--- src/design/ssf_defs.vh ---
`ifndef SSF_DEFS_VH
`define SSF_DEFS_VH

// Synchroniser idle value: {period_sync, cs3, cs2, cs1, cs0, miso, sck}
`define SSF_SYNC_RST      7'h3C
`define SSF_SYNC_SCK      0
`define SSF_SYNC_MISO     1
`define SSF_SYNC_CS_LO    2
`define SSF_SYNC_CS_HI    5
`define SSF_SYNC_PS       6

// Frame geometry
`define SSF_FRAME_BITS    5'h10
`define SSF_KIND_HI       15
`define SSF_KIND_LO       14
`define SSF_TAG_HI        13
`define SSF_TAG_LO        11
`define SSF_VAL_HI        9
`define SSF_VAL_LO        0
`define SSF_KIND_DATA     2'h1

// Control counters
`define SSF_ORDER_RST     4'hF
`define SSF_ORDER_FROZEN  4'hE
`define SSF_VCNT_RST      4'h0
`define SSF_RANGE_ORDER   4'h2
`define SSF_RANGE_LO      10'h220
`define SSF_RANGE_HI      10'h1E0

// Limit storage, entry 7 in the top byte
`define SSF_LIM_DEFAULTS  64'h040408080808950D
`define SSF_KEY_XOR       8'hAD

// Sample buffer
`define SSF_BUF_WIDTH     14
`define SSF_BUF_DEPTH     16
`define SSF_BUF_AW        4

`endif

--- src/design/ssf_monitor.v ---
`timescale 1ns/1ps
`default_nettype none
`include "ssf_defs.vh"

module ssf_monitor (
  input  wire        core_clk,          // Core clock, 10 MHz
  input  wire        srst,              // Arming machine reset, sync, active high
  input  wire        safing_mode,       // Arming machine is in Safing mode
  input  wire        startup_mode,      // Arming machine is in Start-up mode
  input  wire        spi_sck,           // Snooped serial clock pin
  input  wire        spi_miso,          // Snooped reply data pin
  input  wire        cs_main_n,         // Main chip select, active low
  input  wire        onboard_pick_one_n,   // Chip select one, active low
  input  wire        onboard_pick_two_n,   // Chip select two, active low
  input  wire        expansion_pick_three_n, // Chip select three, active low
  input  wire        period_sync,       // Sampling period sync pin
  input  wire        limit_key_cmd,     // Pulse: key write command decoded
  input  wire        limit_write_cmd,   // Pulse: limit write command decoded
  input  wire        other_cmd,         // Pulse: any other command decoded
  input  wire [7:0]  cmd_data,          // Data field of the decoded command
  input  wire [2:0]  limit_index,       // Limit addressed by write or read
  input  wire        smp_ready,         // Drain side takes a buffered sample
  output reg         frame_qualified_q, // Pulse: qualified sensor frame
  output reg         order_mismatch_q,  // Pulse: order tag mismatch
  output reg         order_fault_bit_q, // Level: fault held until period sync
  output reg         sample_ok_q,       // Pulse: valid in-range sample
  output reg  [3:0]  valid_count_q,     // Valid samples this period
  output reg  [8:0]  cmp_limit_q,       // Magnitude limit for last sample
  output reg         cmp_dwell_long_q,  // Last sample limit asks for long dwell
  output reg  [7:0]  limit_rd_q,        // Stored limit at limit_index
  output reg         limit_wr_done_q,   // Pulse: limit write accepted
  output reg         sample_drop_q,     // Pulse: sample lost, buffer full
  output wire        buf_ready,         // Buffer can take a sample
  output wire        smp_valid,         // Buffered sample present
  output wire [13:0] smp_data           // {order position, sample value}
);

  // Synchronisers: stage one, stage two, and a third for edge finding
  reg  [6:0]  sync1_q;
  reg  [6:0]  sync2_q;
  reg  [6:0]  sync3_q;
  wire [6:0]  pins_raw;
  wire [3:0]  cs_act;
  wire [3:0]  cs_act_prev;
  wire        any_act;
  wire        any_act_prev;
  wire        multi_now;
  wire        sck_rise;
  wire        ps_rise;
  wire        frame_end;

  // Frame capture
  reg  [4:0]  edge_cnt_q;
  reg  [15:0] shift_q;
  reg         multi_q;

  // Control counters and fault
  reg  [3:0]  order_q;
  reg  [3:0]  base_order;
  reg  [3:0]  next_order;
  reg  [3:0]  base_vcnt;
  reg         base_fault;
  reg         fq_d;
  reg         mism_d;
  reg         in_range;
  reg         sok_d;
  wire [1:0]  reply_kind;
  wire [2:0]  order_tag;
  wire [9:0]  sample_value;

  // Frame and sample qualification terms
  wire        frame_clean;
  wire        frame_long;
  wire        kind_data;
  wire        value_lo_ok;
  wire        value_hi_ok;

  // Limits and key
  reg  [7:0]  limit_q [0:7];
  reg  [7:0]  key_q;
  reg         key_armed_q;
  wire        limit_ok;
  wire [63:0] lim_def;

  wire        buf_in_ready;

  assign pins_raw = {period_sync, expansion_pick_three_n, onboard_pick_two_n,
                     onboard_pick_one_n, cs_main_n, spi_miso, spi_sck};

  always @(posedge core_clk) begin
    if (srst) begin
      sync1_q <= `SSF_SYNC_RST;
      sync2_q <= `SSF_SYNC_RST;
      sync3_q <= `SSF_SYNC_RST;
    end else begin
      sync1_q <= pins_raw;
      sync2_q <= sync1_q;
      sync3_q <= sync2_q;
    end
  end

  assign cs_act      = ~sync2_q[`SSF_SYNC_CS_HI:`SSF_SYNC_CS_LO];
  assign cs_act_prev = ~sync3_q[`SSF_SYNC_CS_HI:`SSF_SYNC_CS_LO];
  assign any_act      = |cs_act;
  assign any_act_prev = |cs_act_prev;
  assign sck_rise  = sync2_q[`SSF_SYNC_SCK] & ~sync3_q[`SSF_SYNC_SCK];
  assign ps_rise   = sync2_q[`SSF_SYNC_PS] & ~sync3_q[`SSF_SYNC_PS];
  assign frame_end = any_act_prev & ~any_act;
  assign multi_now = (cs_act & (cs_act - 4'h1)) != 4'h0;

  // Sampling MISO on the rising serial clock edge suits the sensors' mode 0
  always @(posedge core_clk) begin
    if (srst) begin
      edge_cnt_q <= 5'h00;
      shift_q    <= 16'h0000;
      multi_q    <= 1'b0;
    end else if (!any_act) begin
      edge_cnt_q <= 5'h00;
      multi_q    <= 1'b0;
    end else begin
      if (multi_now) begin
        multi_q <= 1'b1;
      end
      if (sck_rise && edge_cnt_q < `SSF_FRAME_BITS) begin
        shift_q    <= {shift_q[14:0], sync2_q[`SSF_SYNC_MISO]};
        edge_cnt_q <= edge_cnt_q + 5'h01;
      end
    end
  end

  assign reply_kind   = shift_q[`SSF_KIND_HI:`SSF_KIND_LO];
  assign order_tag    = shift_q[`SSF_TAG_HI:`SSF_TAG_LO];
  assign sample_value = shift_q[`SSF_VAL_HI:`SSF_VAL_LO];

  assign frame_clean = frame_end & ~multi_q;
  assign frame_long  = (edge_cnt_q >= `SSF_FRAME_BITS);
  assign kind_data   = (reply_kind == `SSF_KIND_DATA);

  // signed window bounds
  // Both bounds are inclusive; the low bound is the two's complement of 480
  assign value_lo_ok = ($signed(sample_value) >= $signed(`SSF_RANGE_LO));
  assign value_hi_ok = ($signed(sample_value) <= $signed(`SSF_RANGE_HI));

  // A frame ending on the period sync edge belongs to the new period
  always @* begin
    base_order = ps_rise ? `SSF_ORDER_RST : order_q;
    base_vcnt  = ps_rise ? `SSF_VCNT_RST : valid_count_q;
    base_fault = ps_rise ? 1'b0 : order_fault_bit_q;
    next_order = base_order + 4'h1;
    fq_d = safing_mode & frame_clean & frame_long &
           (base_order != `SSF_ORDER_FROZEN);
    mism_d = fq_d & (order_tag != next_order[2:0]);
    if (next_order > `SSF_RANGE_ORDER) begin
      in_range = value_lo_ok & value_hi_ok;
    end else begin
      in_range = 1'b1;
    end
    sok_d = fq_d & kind_data & ~(base_fault | mism_d) & in_range;
  end

  always @(posedge core_clk) begin
    if (srst) begin
      order_q           <= `SSF_ORDER_RST;
      valid_count_q     <= `SSF_VCNT_RST;
      order_fault_bit_q <= 1'b0;
      frame_qualified_q <= 1'b0;
      order_mismatch_q  <= 1'b0;
      sample_ok_q       <= 1'b0;
    end else begin
      frame_qualified_q <= fq_d;
      order_mismatch_q  <= mism_d;
      sample_ok_q       <= sok_d;
      order_q <= fq_d ? next_order : base_order;
      if (sok_d && base_order != `SSF_ORDER_FROZEN) begin
        valid_count_q <= base_vcnt + 4'h1;
      end else begin
        valid_count_q <= base_vcnt;
      end
      order_fault_bit_q <= base_fault | mism_d;
    end
  end

  always @(posedge core_clk) begin
    if (srst) begin
      cmp_limit_q      <= 9'h000;
      cmp_dwell_long_q <= 1'b0;
    end else if (sok_d) begin
      cmp_limit_q      <= {2'h0, limit_q[next_order[3:1]][6:0]};
      cmp_dwell_long_q <= limit_q[next_order[3:1]][7];
    end
  end

  assign limit_ok = startup_mode & limit_write_cmd & key_armed_q &
                    (cmd_data == (key_q ^ `SSF_KEY_XOR));

  always @(posedge core_clk) begin
    if (srst) begin
      key_q           <= 8'h00;
      key_armed_q     <= 1'b0;
      limit_wr_done_q <= 1'b0;
      limit_rd_q      <= 8'h00;
    end else begin
      limit_wr_done_q <= limit_ok;
      limit_rd_q      <= limit_q[limit_index];
      // Only the command right after the key may use it
      if (limit_key_cmd) begin
        key_q       <= cmd_data;
        key_armed_q <= 1'b1;
      end else if (limit_write_cmd || other_cmd) begin
        key_armed_q <= 1'b0;
      end
    end
  end

  assign lim_def = `SSF_LIM_DEFAULTS;

  genvar gi;
  generate
    for (gi = 0; gi < 8; gi = gi + 1) begin : g_limit
      always @(posedge core_clk) begin
        if (srst) begin
          limit_q[gi] <= lim_def[gi*8 +: 8];
        end else if (limit_ok && limit_index == gi) begin
          limit_q[gi] <= cmd_data;
        end
      end
    end
  endgenerate

  // Sampling cannot stall, so a full buffer costs the sample, not the count
  always @(posedge core_clk) begin
    if (srst) begin
      sample_drop_q <= 1'b0;
    end else begin
      sample_drop_q <= sok_d & ~buf_in_ready;
    end
  end

  assign buf_ready = buf_in_ready;

  ssf_fifo #(
    .WIDTH (`SSF_BUF_WIDTH),
    .DEPTH (`SSF_BUF_DEPTH),
    .AW    (`SSF_BUF_AW)
  ) u_buf (
    .clk         (core_clk),
    .rst         (srst),
    .in_valid    (sok_d),
    .in_ready_q  (buf_in_ready),
    .in_data     ({next_order, sample_value}),
    .out_valid_q (smp_valid),
    .out_ready   (smp_ready),
    .out_data_q  (smp_data)
  );

  // count readback
  // valid_count_q is the field the control command reply carries.
  // It is a plain level, so the command decoder may sample it at any
  // time; a reply taken mid-frame simply misses the frame in flight.

endmodule

`default_nettype wire

--- src/design/ssf_fifo.v ---
`timescale 1ns/1ps
`default_nettype none

module ssf_fifo #(
  parameter WIDTH = 14,
  parameter DEPTH = 16,
  parameter AW    = 4
) (
  input  wire             clk,        // Core clock
  input  wire             rst,        // Synchronous reset, active high
  input  wire             in_valid,   // Write request
  output reg              in_ready_q, // Room for one more word
  input  wire [WIDTH-1:0] in_data,    // Write word
  output reg              out_valid_q,// Output word present
  input  wire             out_ready,  // Drain side accepts word
  output reg  [WIDTH-1:0] out_data_q  // Output word
);

  localparam [AW:0] FULL = DEPTH[AW:0];

  reg [WIDTH-1:0] mem_q [0:DEPTH-1];
  reg [AW-1:0]    wr_ptr_q;
  reg [AW-1:0]    rd_ptr_q;
  reg [AW:0]      cnt_q;
  reg [AW:0]      cnt_d;
  wire            push;
  wire            load;

  assign push = in_valid & in_ready_q;
  // Output stage refills whenever memory holds a word and the stage is empty or being drained
  assign load = (cnt_q != {(AW+1){1'b0}}) & (~out_valid_q | out_ready);

  always @* begin
    cnt_d = cnt_q;
    if (push & ~load) begin
      cnt_d = cnt_q + {{AW{1'b0}}, 1'b1};
    end else if (load & ~push) begin
      cnt_d = cnt_q - {{AW{1'b0}}, 1'b1};
    end
  end

  always @(posedge clk) begin
    if (push) begin
      mem_q[wr_ptr_q] <= in_data;
    end
  end

  always @(posedge clk) begin
    if (rst) begin
      wr_ptr_q    <= {AW{1'b0}};
      rd_ptr_q    <= {AW{1'b0}};
      cnt_q       <= {(AW+1){1'b0}};
      in_ready_q  <= 1'b1;
      out_valid_q <= 1'b0;
      out_data_q  <= {WIDTH{1'b0}};
    end else begin
      cnt_q      <= cnt_d;
      in_ready_q <= (cnt_d != FULL);
      if (push) begin
        wr_ptr_q <= wr_ptr_q + {{(AW-1){1'b0}}, 1'b1};
      end
      if (load) begin
        rd_ptr_q    <= rd_ptr_q + {{(AW-1){1'b0}}, 1'b1};
        out_data_q  <= mem_q[rd_ptr_q];
        out_valid_q <= 1'b1;
      end else if (out_ready) begin
        out_valid_q <= 1'b0;
      end
    end
  end

endmodule

`default_nettype wire

--- config.mk ---
export PLATFORM = sky130hd
export DESIGN_NAME = ssf_monitor
export DESIGN_NICKNAME = d
export VERILOG_FILES = /design/src/design/ssf_monitor.v /design/src/design/ssf_fifo.v
export VERILOG_INCLUDE_DIRS = /design/src /design/src/design
export SDC_FILE = /design/constraint.sdc
export NUM_CORES = 1
export LEC_CHECK = 0
export BUFFER_PORTS_ARGS = -buffer_cell sky130_fd_sc_hd__buf_2
export CORE_MARGIN = 8
export CORE_UTILIZATION = 61
export DETAILED_ROUTE_END_ITERATION = 10
export PLACE_DENSITY = 0.79
export RECOVER_POWER = 100
export SLEW_MARGIN = 20
export SYNTH_ARGS = -nofsm -noshare
export SYNTH_HDL_FRONTEND = slang
export SYNTH_HIERARCHICAL = 1
export SYNTH_SLANG_ARGS = --single-unit
--- constraint.sdc ---
create_clock -name core_clk -period 5.1 [get_ports core_clk]
set_input_delay 0.765 -clock core_clk [delete_from_list [all_inputs] [get_ports core_clk]]
set_output_delay 0.765 -clock core_clk [all_outputs]
set_load 0.05 [all_outputs]
==> summary.txt, run 1 <==
max-slew violation count: 163
Worst Max-Slew Pin Slew: 2130 ps
crit path max-delay cell type: inv_1
Reg-to-Reg End: u_buf/mem_q[3][4]
RSZ-0062 raised after global routing: false
Worst Path Required: 5310 ps
Initial Utilization: 61.6%
root buffer cell: clkbuf_16
cell count after synthesis: 1077
Critical Path AT: 4650 ps
total power draw: 7.82 mW
PortBufs: 67
post-synthesis sequential area ratio: 65.9%
Worst Hold Depth: 1
vias per inst: 6.06
Setup CP Type: flop to flop
synthesized area per cell: 15.3 um^2
antenna violations before repair: 0
DR pass1 iterations: 6
Core ar.: 26700 um^2
area delta synth->final: 10.8%
Final Setup Violations: 0
cells along the critical path: a21boi_0 -> o21ai_2 -> inv_1 -> xnor2_1 -> nand4_4 -> inv_1 -> and2_1 -> nand2_1 -> nor3_1 -> buf_4
status: finished, violations left
post-CTS setup buffers: 0
clock slew at reported path FFs: 60 ps
leak pwr: 6.16 nW
Max-Slew Margin vs Limit: -42.5%
vias in the first global route: 9586
Max clock buf depth: 3
count of different cell masters after synthesis: 65
# nets final: 1191
placed wire-length estimate: 22400 um
GR Util All Layers: 21.3%
CTS Sinks: 398
Post-synth ARST share: 0%
Setup Skew: 12.7 ps
Max Cap Viol: 3
Die ar.: 32500 um^2
Final Non-Filler Cells: 1529
top_reg_cell synth: edfxtp_1
Worst setup EP type: flop
WL/cell: 22.7 um
CTS H-tree lvls: 2
crit path max fanout: 25
setup TNS: 0 ps
Hold Crit Start: sync1_q[2]
die height: 180 um
drt total wl: 34700 um
failing checks: max-capacitance violations, max-slew violations
Die X: 180 um
Post-synth EDFFs: 288
global route total overflow: 0
CP peak stage delay: 590 ps
Remaining DRCs: 0
DP Cell Count: 1455
post-route ant nets: 0
commonest non-fill, non-tap cell in the layout: edfxtp_1
#FFs+latches synth: 398
largest net degree at the start of global routing: 98
worst-case reg-to-reg path depth: 10
IO Pins: 70
maximum clock frequency: 0.225 GHz
Final Cycle Share: 87.0%
CP most frequent cell: inv_1
Startpoint Class: flop
Tmin final: 4440 ps
R2R setup slack: 660 ps
synthesized cell area: 16500 um^2
first-pass GRT wire length: 54000 um
clock buffer count from CTS: 40
antenna cells: 0
yosys warns: 6
initial DRC count: 886
power per cell area: 428 nW/um^2
worst min path class: flop to flop
FP Rows: 60
RR Startpoint: order_q[1]
Post-CTS Hold Fix Bufs: 0
DR vias: 9264
Worst-Skew Late Latency: 530 ps
WHS Endpoint: sync2_q[2]
VDD IR max: 0.307 mV
most frequent cells in the layout: edfxtp_1, dfxtp_1, nor2_1
endpoints failing hold: 0
gpl congestion: 0.871
CTS resizes: 0
layout cell share with drive strength beyond 1: 17.1%
clock tree from TritonCTS: yes
logic make-up (layout without fill, tap and decap cells):
family | after synthesis | after routing | synth area share, %
AO/OA/AOI/OAI | 108 | 108 | 4.50
XOR/XNOR | 26 | 26 | 1.38
adder cells (fa/ha/maj) | 10 | 10 | 0.745
buffers and inverters | 87 | 197 | 2.80
flip-flops | 398 | 398 | 65.9
multiplexers | 143 | 143 | 15.3
other | 1 | 2 | 0.0228
AND/OR/NAND/NOR | 304 | 304 | 9.39
per-layer routing:
layer	track usage [%]	wire length [um]	vias up
met3	4.50	2500	56
met4	7.64	982	0
met5	0	0	-
met2	35.3	17000	356
met1	27.5	14300	4618
li1	-	-	4234
layout make-up:
type                    instances  area [um^2]
flip-flops and latches        398        10900
well taps                     341          427
repair buffers                104          495
inverters                      19         71.3
clock inverters                24          195
fillers                      1815         8470
multi-input cells             593         5150
clock buffers                  50         1060
per-stage QoR:
step	hold WS [ps]	instance area, um^2	utilization [%]	setup WS [ps]
finish	409	18300	68.3	664
floorplan	389	16500	-	1090
CTS	400	18400	68.9	1090
global route	403	18300	68.3	407
detailed placement	396	17200	64.2	1160
global placement	392	17200	64.2	1330
critical path: cells and delay by family (launching register included):
family	cells	cell delay [ps]
flip-flops	1	540
buffers and inverters	3	1120
XOR/XNOR	1	500
AO/OA/AOI/OAI	2	610
AND/OR/NAND/NOR	4	1320
synth_stat cells, types with 2 or more instances:
master	instances	area, um^2
a211o_1	3	26.3
a211oi_1	17	128
a21oi_1	45	225
a221oi_1	8	70.1
a311oi_1	2	17.5
and2_1	58	363
buf_1	4	15.0
buf_12	4	80.1
buf_2	15	75.1
buf_4	4	30.0
buf_6	4	45.0
clkbuf_1	35	131
dfxtp_1	110	2200
edfxtp_1	288	8650
ha_1	9	113
inv_1	17	63.8
inv_2	2	7.51
mux2_2	14	158
mux2i_1	47	470
mux4_1	11	289
mux4_2	71	1600
nand2_1	60	225
nand2b_1	13	81.3
nand3_1	9	45.0
nand4_1	9	56.3
nor2_1	92	345
nor2b_1	10	62.6
nor3_1	14	70.1
nor4_1	3	18.8
nor4b_2	2	30.0
o21ai_0	9	45.0
o31ai_1	4	30.0
o32a_1	6	60.1
or2_2	12	75.1
or3_1	11	68.8
or4_1	2	15.0
xnor2_1	13	114
xor2_1	13	114
sequential cells by signal, summed over array words and instances (netlist names), 5 cells and up:
signal            cells
sync3_q               6
key_q                 8
u_buf/mem_q         224
sync2_q               7
shift_q              16
u_buf/out_data_q     14
u_buf/cnt_q           5
edge_cnt_q            5
limit_q              64
cmp_limit_q           7
limit_rd_q            8
sync1_q               7
how the worst max path moves through the flow:
stage	from	end	slack, ps	cells past startpoint
global placement	safing_mode	u_buf/mem_q[3][4]	1330	10
CTS	order_q[1]	u_buf/mem_q[11][2]	1090	10
detailed placement	order_q[1]	u_buf/mem_q[3][3]	1160	10
floorplan	safing_mode	u_buf/mem_q[3][0]	1090	11
finish	order_q[1]	u_buf/mem_q[3][4]	660	10
global route	order_q[1]	u_buf/mem_q[3][13]	410	10
power breakdown:
group | switching (mW) | total (mW) | internal, mW
clock | 1.17 | 2.80 | 1.63
sequential | 0.166 | 3.71 | 3.54
combinational | 0.758 | 1.31 | 0.551
total | 2.09 | 7.82 | 5.73
Note: power is estimated with default switching activity, not from simulation.
==> run 2, diff against run 1 <==
--- a/config.mk
+++ b/config.mk
@@ -10,9 +10,8 @@
 export CORE_MARGIN = 8
 export CORE_UTILIZATION = 61
 export DETAILED_ROUTE_END_ITERATION = 10
-export PLACE_DENSITY = 0.79
+export PLACE_DENSITY = 0.83
 export RECOVER_POWER = 100
-export SLEW_MARGIN = 20
 export SYNTH_ARGS = -nofsm -noshare
 export SYNTH_HDL_FRONTEND = slang
 export SYNTH_HIERARCHICAL = 1
==> run 2 against run 1 <==
The run still ends with max-capacitance violations, max-slew violations left; die area did not move; fmax rose by 2.7%; routed wire length rose by 3.4%; register-to-register slack improved by 110 ps; design area fell by 0.27%; clock-buffer cell count rose by 3; critical path depth rose by 1; total power fell by 0.62%.
==> summary.txt, run 2 (same netlist as run 1, synthesis figures left out) <==
CP peak stage delay: 620 ps (+30 ps)
FP Rows: 60 (unchanged)
drt total wl: 35900 um (+3.4%)
Core ar.: 26700 um^2 (unchanged)
initial DRC count: 835 (-5.8%)
Worst Path Required: 5250 ps (-60 ps)
antenna cells: 0 (unchanged)
IO Pins: 70 (unchanged)
vias per inst: 6.23 (+2.9%)
design area: 18200 um^2 (-0.27%)
VDD IR max: 0.304 mV (-1.3%)
maximum clock frequency: 0.231 GHz (+2.7%)
post-CTS setup buffers: 0 (unchanged)
Initial Utilization: 61.6% (unchanged)
DR pass1 iterations: 5 (-1)
PortBufs: 67 (unchanged)
setup TNS: 0 ps (unchanged)
crit path max fanout: 25 (unchanged)
Worst-Skew Late Latency: 530 ps (about the same)
clock tree from TritonCTS: yes
CTS resizes: 0 (unchanged)
Post-DP Area: 17100 um^2 (about the same)
Critical Path AT: 4480 ps (-170 ps)
Max-Slew Margin vs Limit: -73.0% (-30 points)
clock slew at reported path FFs: 60 ps (about the same)
register area: 10900 um^2 (unchanged)
Hold Slack: 406 ps (-2.88 ps)
DP Cell Count: 1451 (-0.27%)
WL/cell: 23.6 um (+3.8%)
DR vias: 9492 (+2.5%)
Final Cycle Share: 84.7% (-2.3 points)
status: finished, violations left
first-pass GRT wire length: 55100 um (+2.1%)
Max clock buf depth: 3 (unchanged)
leak pwr: 6.15 nW (-0.28%)
die height: 180 um (unchanged)
Startpoint Class: flop
root buffer cell: clkbuf_16
power per cell area: 427 nW/um^2 (-0.35%)
RSZ-0062 raised after global routing: false
Max Cap Viol: 8 (+5)
gpl congestion: 0.847 (-2.8%)
Final Setup Violations: 0 (unchanged)
vias in the first global route: 9597 (+0.11%)
max reg flops: 224 (unchanged)
largest net degree at the start of global routing: 98 (unchanged)
Setup Skew: 22.0 ps (+9.27 ps)
cells along the critical path: a21boi_0 -> o21ai_2 -> inv_1 -> xnor2_1 -> nand4_4 -> buf_4 -> inv_1 -> and2_1 -> nand2_1 -> nor2_1 -> clkbuf_2
worst min path class: flop to flop
Worst Max-Slew Pin Slew: 2590 ps (+455 ps)
Multi-input gate area: 5150 um^2 (about the same)
Largest regs: u_buf/mem_q (224), limit_q (64), shift_q (16)
commonest non-fill, non-tap cell in the layout: edfxtp_1
most frequent cells in the layout: edfxtp_1, dfxtp_1, nor2_1
CP most frequent cell: inv_1
Setup CP Type: flop to flop
clock buffer count from CTS: 39 (-2.5%)
failing checks: max-capacitance violations, max-slew violations
Die X: 180 um (unchanged)
placed wire-length estimate: 22700 um (+1.3%)
filler instances: 1796 (-1.0%)
area delta synth->final: 10.5%
Die ar.: 32500 um^2 (unchanged)
Tmin final: 4320 ps (-115 ps)
global route total overflow: 0 (unchanged)
endpoints failing hold: 0 (unchanged)
Final Non-Filler Cells: 1523 (-0.39%)
CTS H-tree lvls: 2 (unchanged)
GR Util All Layers: 21.9% (+0.61 points)
Post-CTS Hold Fix Bufs: 0 (unchanged)
crit path max-delay cell type: inv_1
antenna violations before repair: 0 (unchanged)
total power draw: 7.77 mW (-0.62%)
# nets final: 1186 (-0.42%)
CTS Sinks: 398 (unchanged)
Worst setup EP type: flop
max-slew violation count: 247 (+52%)
post-route ant nets: 0 (unchanged)
Remaining DRCs: 0 (unchanged)
Most flops, register: u_buf/mem_q
layout cell share with drive strength beyond 1: 17.5% (+0.43 points)
run 2: power breakdown:
part	leakage [nW]	switching [mW]	internal, mW
clock	0.601	1.16	1.58
combinational	1.91	0.767	0.550
sequential	3.64	0.173	3.54
total	6.15	2.10	5.67
run 2: metrics by stage:
step | util (%) | worst slack, ps
final | 68.1 | 779
after global routing | 68.1 | 501
after CTS | 68.7 | 1310
after detailed placement | 64.2 | 1340
after global placement | 64.2 | 1490
after floorplan | - | 1090
run 2: area by class of cell:
class / count / share of cell area, %
clock buffer: 53 / 5.88
sequential: 398 / 59.6
inverter: 19 / 0.392
tap: 341 / 2.34
timing repair buffer: 100 / 2.60
multi-input combinational: 593 / 28.3
clock inverter: 19 / 0.839
run 2: path summary, 6_finish.rpt:
kind,start,end,slack (ps),cells past startpoint
max,order_q[1],u_buf/mem_q[11][3],780,11
min reg2reg,sync1_q[4],sync2_q[4],410,1
max reg2reg,order_q[1],u_buf/mem_q[11][3],780,11
min,sync1_q[4],sync2_q[4],410,1
run 2: critical path: cells and delay by family, from the launching register on:
kind	cells	cell delay [ps]
and+or+nand+nor	4	820
DFF	1	550
buffers and inverters	4	1410
xor gates and xnor gates	1	510
AOI/OAI and AO/OA	2	650
run 2: routing by layer:
layer  share of wire, %  track usage [%]
met5                  0                0
met1                 39             27.5
met3                7.4             3.57
met4                3.7             9.66
met2                 50             37.2
==> run 3, diff against run 2 <==
--- a/config.mk
+++ b/config.mk
@@ -8,9 +8,9 @@
 export LEC_CHECK = 0
 export BUFFER_PORTS_ARGS = -buffer_cell sky130_fd_sc_hd__buf_2
 export CORE_MARGIN = 8
-export CORE_UTILIZATION = 61
+export CORE_UTILIZATION = 55
 export DETAILED_ROUTE_END_ITERATION = 10
-export PLACE_DENSITY = 0.83
+export PLACE_DENSITY = 0.79
 export RECOVER_POWER = 100
 export SYNTH_ARGS = -nofsm -noshare
 export SYNTH_HDL_FRONTEND = slang
==> constraint.sdc (replaced) <==
create_clock -name core_clk -period 3.6 [get_ports core_clk]
set_input_delay 0.54 -clock core_clk [delete_from_list [all_inputs] [get_ports core_clk]]
set_output_delay 0.54 -clock core_clk [all_outputs]
set_load 0.05 [all_outputs]
==> run 3 against run 2 <==
The flow still finishes with violations (max-capacitance violations, max-slew violations); total power rose by 45%; first-iteration DRC count rose by 6.6%; register-to-register slack got worse by 490 ps; non-clock buffer count rose by 20; clock skew fell by 6.6 ps; global-route usage fell by 2.0 points; sequential power rose by 40%; via count barely moved; cell count rose by 4.8%; clock power rose by 52%; sequential share of layout area fell by 0.89 points; fmax rose by 31%; critical endpoint is now u_buf/mem_q[2][12]; largest cell class unchanged; highest routed layer is now met5.
==> summary.txt, run 3 (same netlist as run 1, synthesis figures left out) <==
clock slew at reported path FFs: 60 ps (about the same)
Final Cycle Share: 91.9% (+7.2 points)
WL/cell: 22.2 um (-5.8%)
CP peak stage delay: 440 ps (-180 ps)
Worst-Skew Late Latency: 530 ps (about the same)
Tmin final: 3310 ps (-1010 ps)
vias in the first global route: 9586 (-0.11%)
maximum clock frequency: 0.302 GHz (+31%)
max-slew violation count: 56 (-77%)
leak pwr: 6.25 nW (+1.8%)
CTS H-tree lvls: 2 (unchanged)
Final Non-Filler Cells: 1596 (+4.8%)
root buffer cell: clkbuf_16
post-CTS setup buffers: 0 (unchanged)
Post-CTS Hold Fix Bufs: 0 (unchanged)
placed wire-length estimate: 23800 um (+4.6%)
cells along the critical path: nor2b_1 -> clkbuf_1 -> nor4b_2 -> a2111oi_4 -> nand4_1 -> inv_1 -> and2_1 -> nand2_1 -> nor3_1 -> buf_4
commonest non-fill, non-tap cell in the layout: edfxtp_1
status: finished, violations left
vias per inst: 5.95 (-4.5%)
GR Util All Layers: 19.8% (-2.0 points)
pre-CTS setup slack: 285 ps (-1050 ps)
setup TNS: 0 ps (unchanged)
crit path max fanout: 14 (-44%)
GR Layer Usage met1: 26.0% (-1.5 points)
Final Setup Violations: 0 (unchanged)
area delta synth->final: 12.2%
FP Rows: 63 (+5.0%)
filler instances: 2168 (+21%)
post-route ant nets: 0 (unchanged)
Core ar.: 29600 um^2 (+11%)
RSZ-0062 raised after global routing: false
failing checks: max-capacitance violations, max-slew violations
clock buffer count from CTS: 41 (+5.1%)
power per cell area: 611 nW/um^2 (+43%)
antenna cells: 0 (unchanged)
worst min path class: input port to flop
Critical Path AT: 3520 ps (-960 ps)
Max Cap Viol: 3 (-5)
met3 Use GR: 3.35% (-0.22 points)
drt total wl: 35400 um (-1.3%)
# nets final: 1208 (+1.9%)
Largest regs: u_buf/mem_q (224), limit_q (64), shift_q (16)
Worst Path Required: 3810 ps (-1440 ps)
post-route setup slack: 291 ps (-488 ps)
first-pass GRT wire length: 54900 um (-0.39%)
largest net degree at the start of global routing: 71 (-28%)
Die X: 189 um (+4.8%)
Setup Skew: 15.4 ps (-6.58 ps)
endpoints failing hold: 0 (unchanged)
Worst Max-Slew Pin Slew: 1550 ps (-1040 ps)
Initial Utilization: 55.7% (-5.9 points)
Startpoint Class: flop
Hold Slack: 192 ps (-214 ps)
CTS resizes: 0 (unchanged)
most frequent cells in the layout: edfxtp_1, dfxtp_1, nor2_1
gpl congestion: 0.869 (+2.6%)
grt peak-use layer: met2
VDD IR max: 0.437 mV (+44%)
max reg flops: 224 (unchanged)
die height: 189 um (+4.8%)
CTS Sinks: 398 (unchanged)
Max-Slew Margin vs Limit: -3.20% (+70 points)
DP Cell Count: 1520 (+4.8%)
Max clock buf depth: 3 (unchanged)
clock tree from TritonCTS: yes
DR pass1 iterations: 5 (unchanged)
antenna violations before repair: 1 (+1)
IO Pins: 70 (unchanged)
Remaining DRCs: 0 (unchanged)
global route total overflow: 0 (unchanged)
crit path max-delay cell type: clkbuf_1
PortBufs: 67 (unchanged)
Setup CP Type: flop to flop
initial DRC count: 890 (+6.6%)
Most flops, register: u_buf/mem_q
Die ar.: 35700 um^2 (+9.9%)
Worst setup EP type: flop
GR Util met2: 33.0% (-4.2 points)
DR vias: 9495 (+0.032%)
layout cell share with drive strength beyond 1: 18.0% (+0.48 points)
[run 3: cell count changes in the layout (fill, tap and decap cells not counted), sizes merged]
cell / delta
inv: -1
bufinv: +2
buf: +9
clkinv: +2
clkinvlp: -1
clkbuf: +13
[run 3: cell type report]
type	count	area (um^2)	area share, %
sequential	398	10900	58.7
timing repair buffer	120	594	3.22
clock buffer	55	1130	6.12
inverter	19	71.3	0.386
tap	390	488	2.64
clock inverter	21	196	1.06
multi-input combinational	593	5140	27.8
[run 3: power breakdown]
part | leakage [nW] | switching [mW] | internal, mW
sequential | 3.64 | 0.187 | 5.02
clock | 0.650 | 1.67 | 2.49
combinational | 1.96 | 1.12 | 0.797
[run 3: through the flow]
step           util, %  area (um^2)  power [mW]
6_report          62.5        18500        11.3
4_1_cts           63.2        18700        11.4
2_1_floorplan        -        16500        6.89
5_1_grt           62.5        18500        11.7
3_5_place_dp      58.7        17400        7.26
3_3_place_gp      58.7        17400        7.21
[run 3: path summary, 6_finish.rpt]
check | from | endpoint | slack, ps | depth (start not counted)
worst max-delay path | sync2_q[6] | u_buf/mem_q[2][12] | 290 | 10
worst min-delay path | onboard_pick_one_n | sync1_q[3] | 190 | 2
worst max register to register | sync2_q[6] | u_buf/mem_q[2][12] | 290 | 10
worst min register to register | sync1_q[4] | sync2_q[4] | 410 | 1
[run 3: worst max-delay path, delay by kind of cell (launching register included)]
family	cells	cell delay [ps]
buf+inv	3	910
flops	1	330
compound gates	1	340
simple gates	6	1390
[run 3: per-layer routing]
metal	wire [um]	share of wire (%)
met1	14600	41
met2	17200	49
met3	2340	6.6
met4	1230	3.5
met5	13	0.037
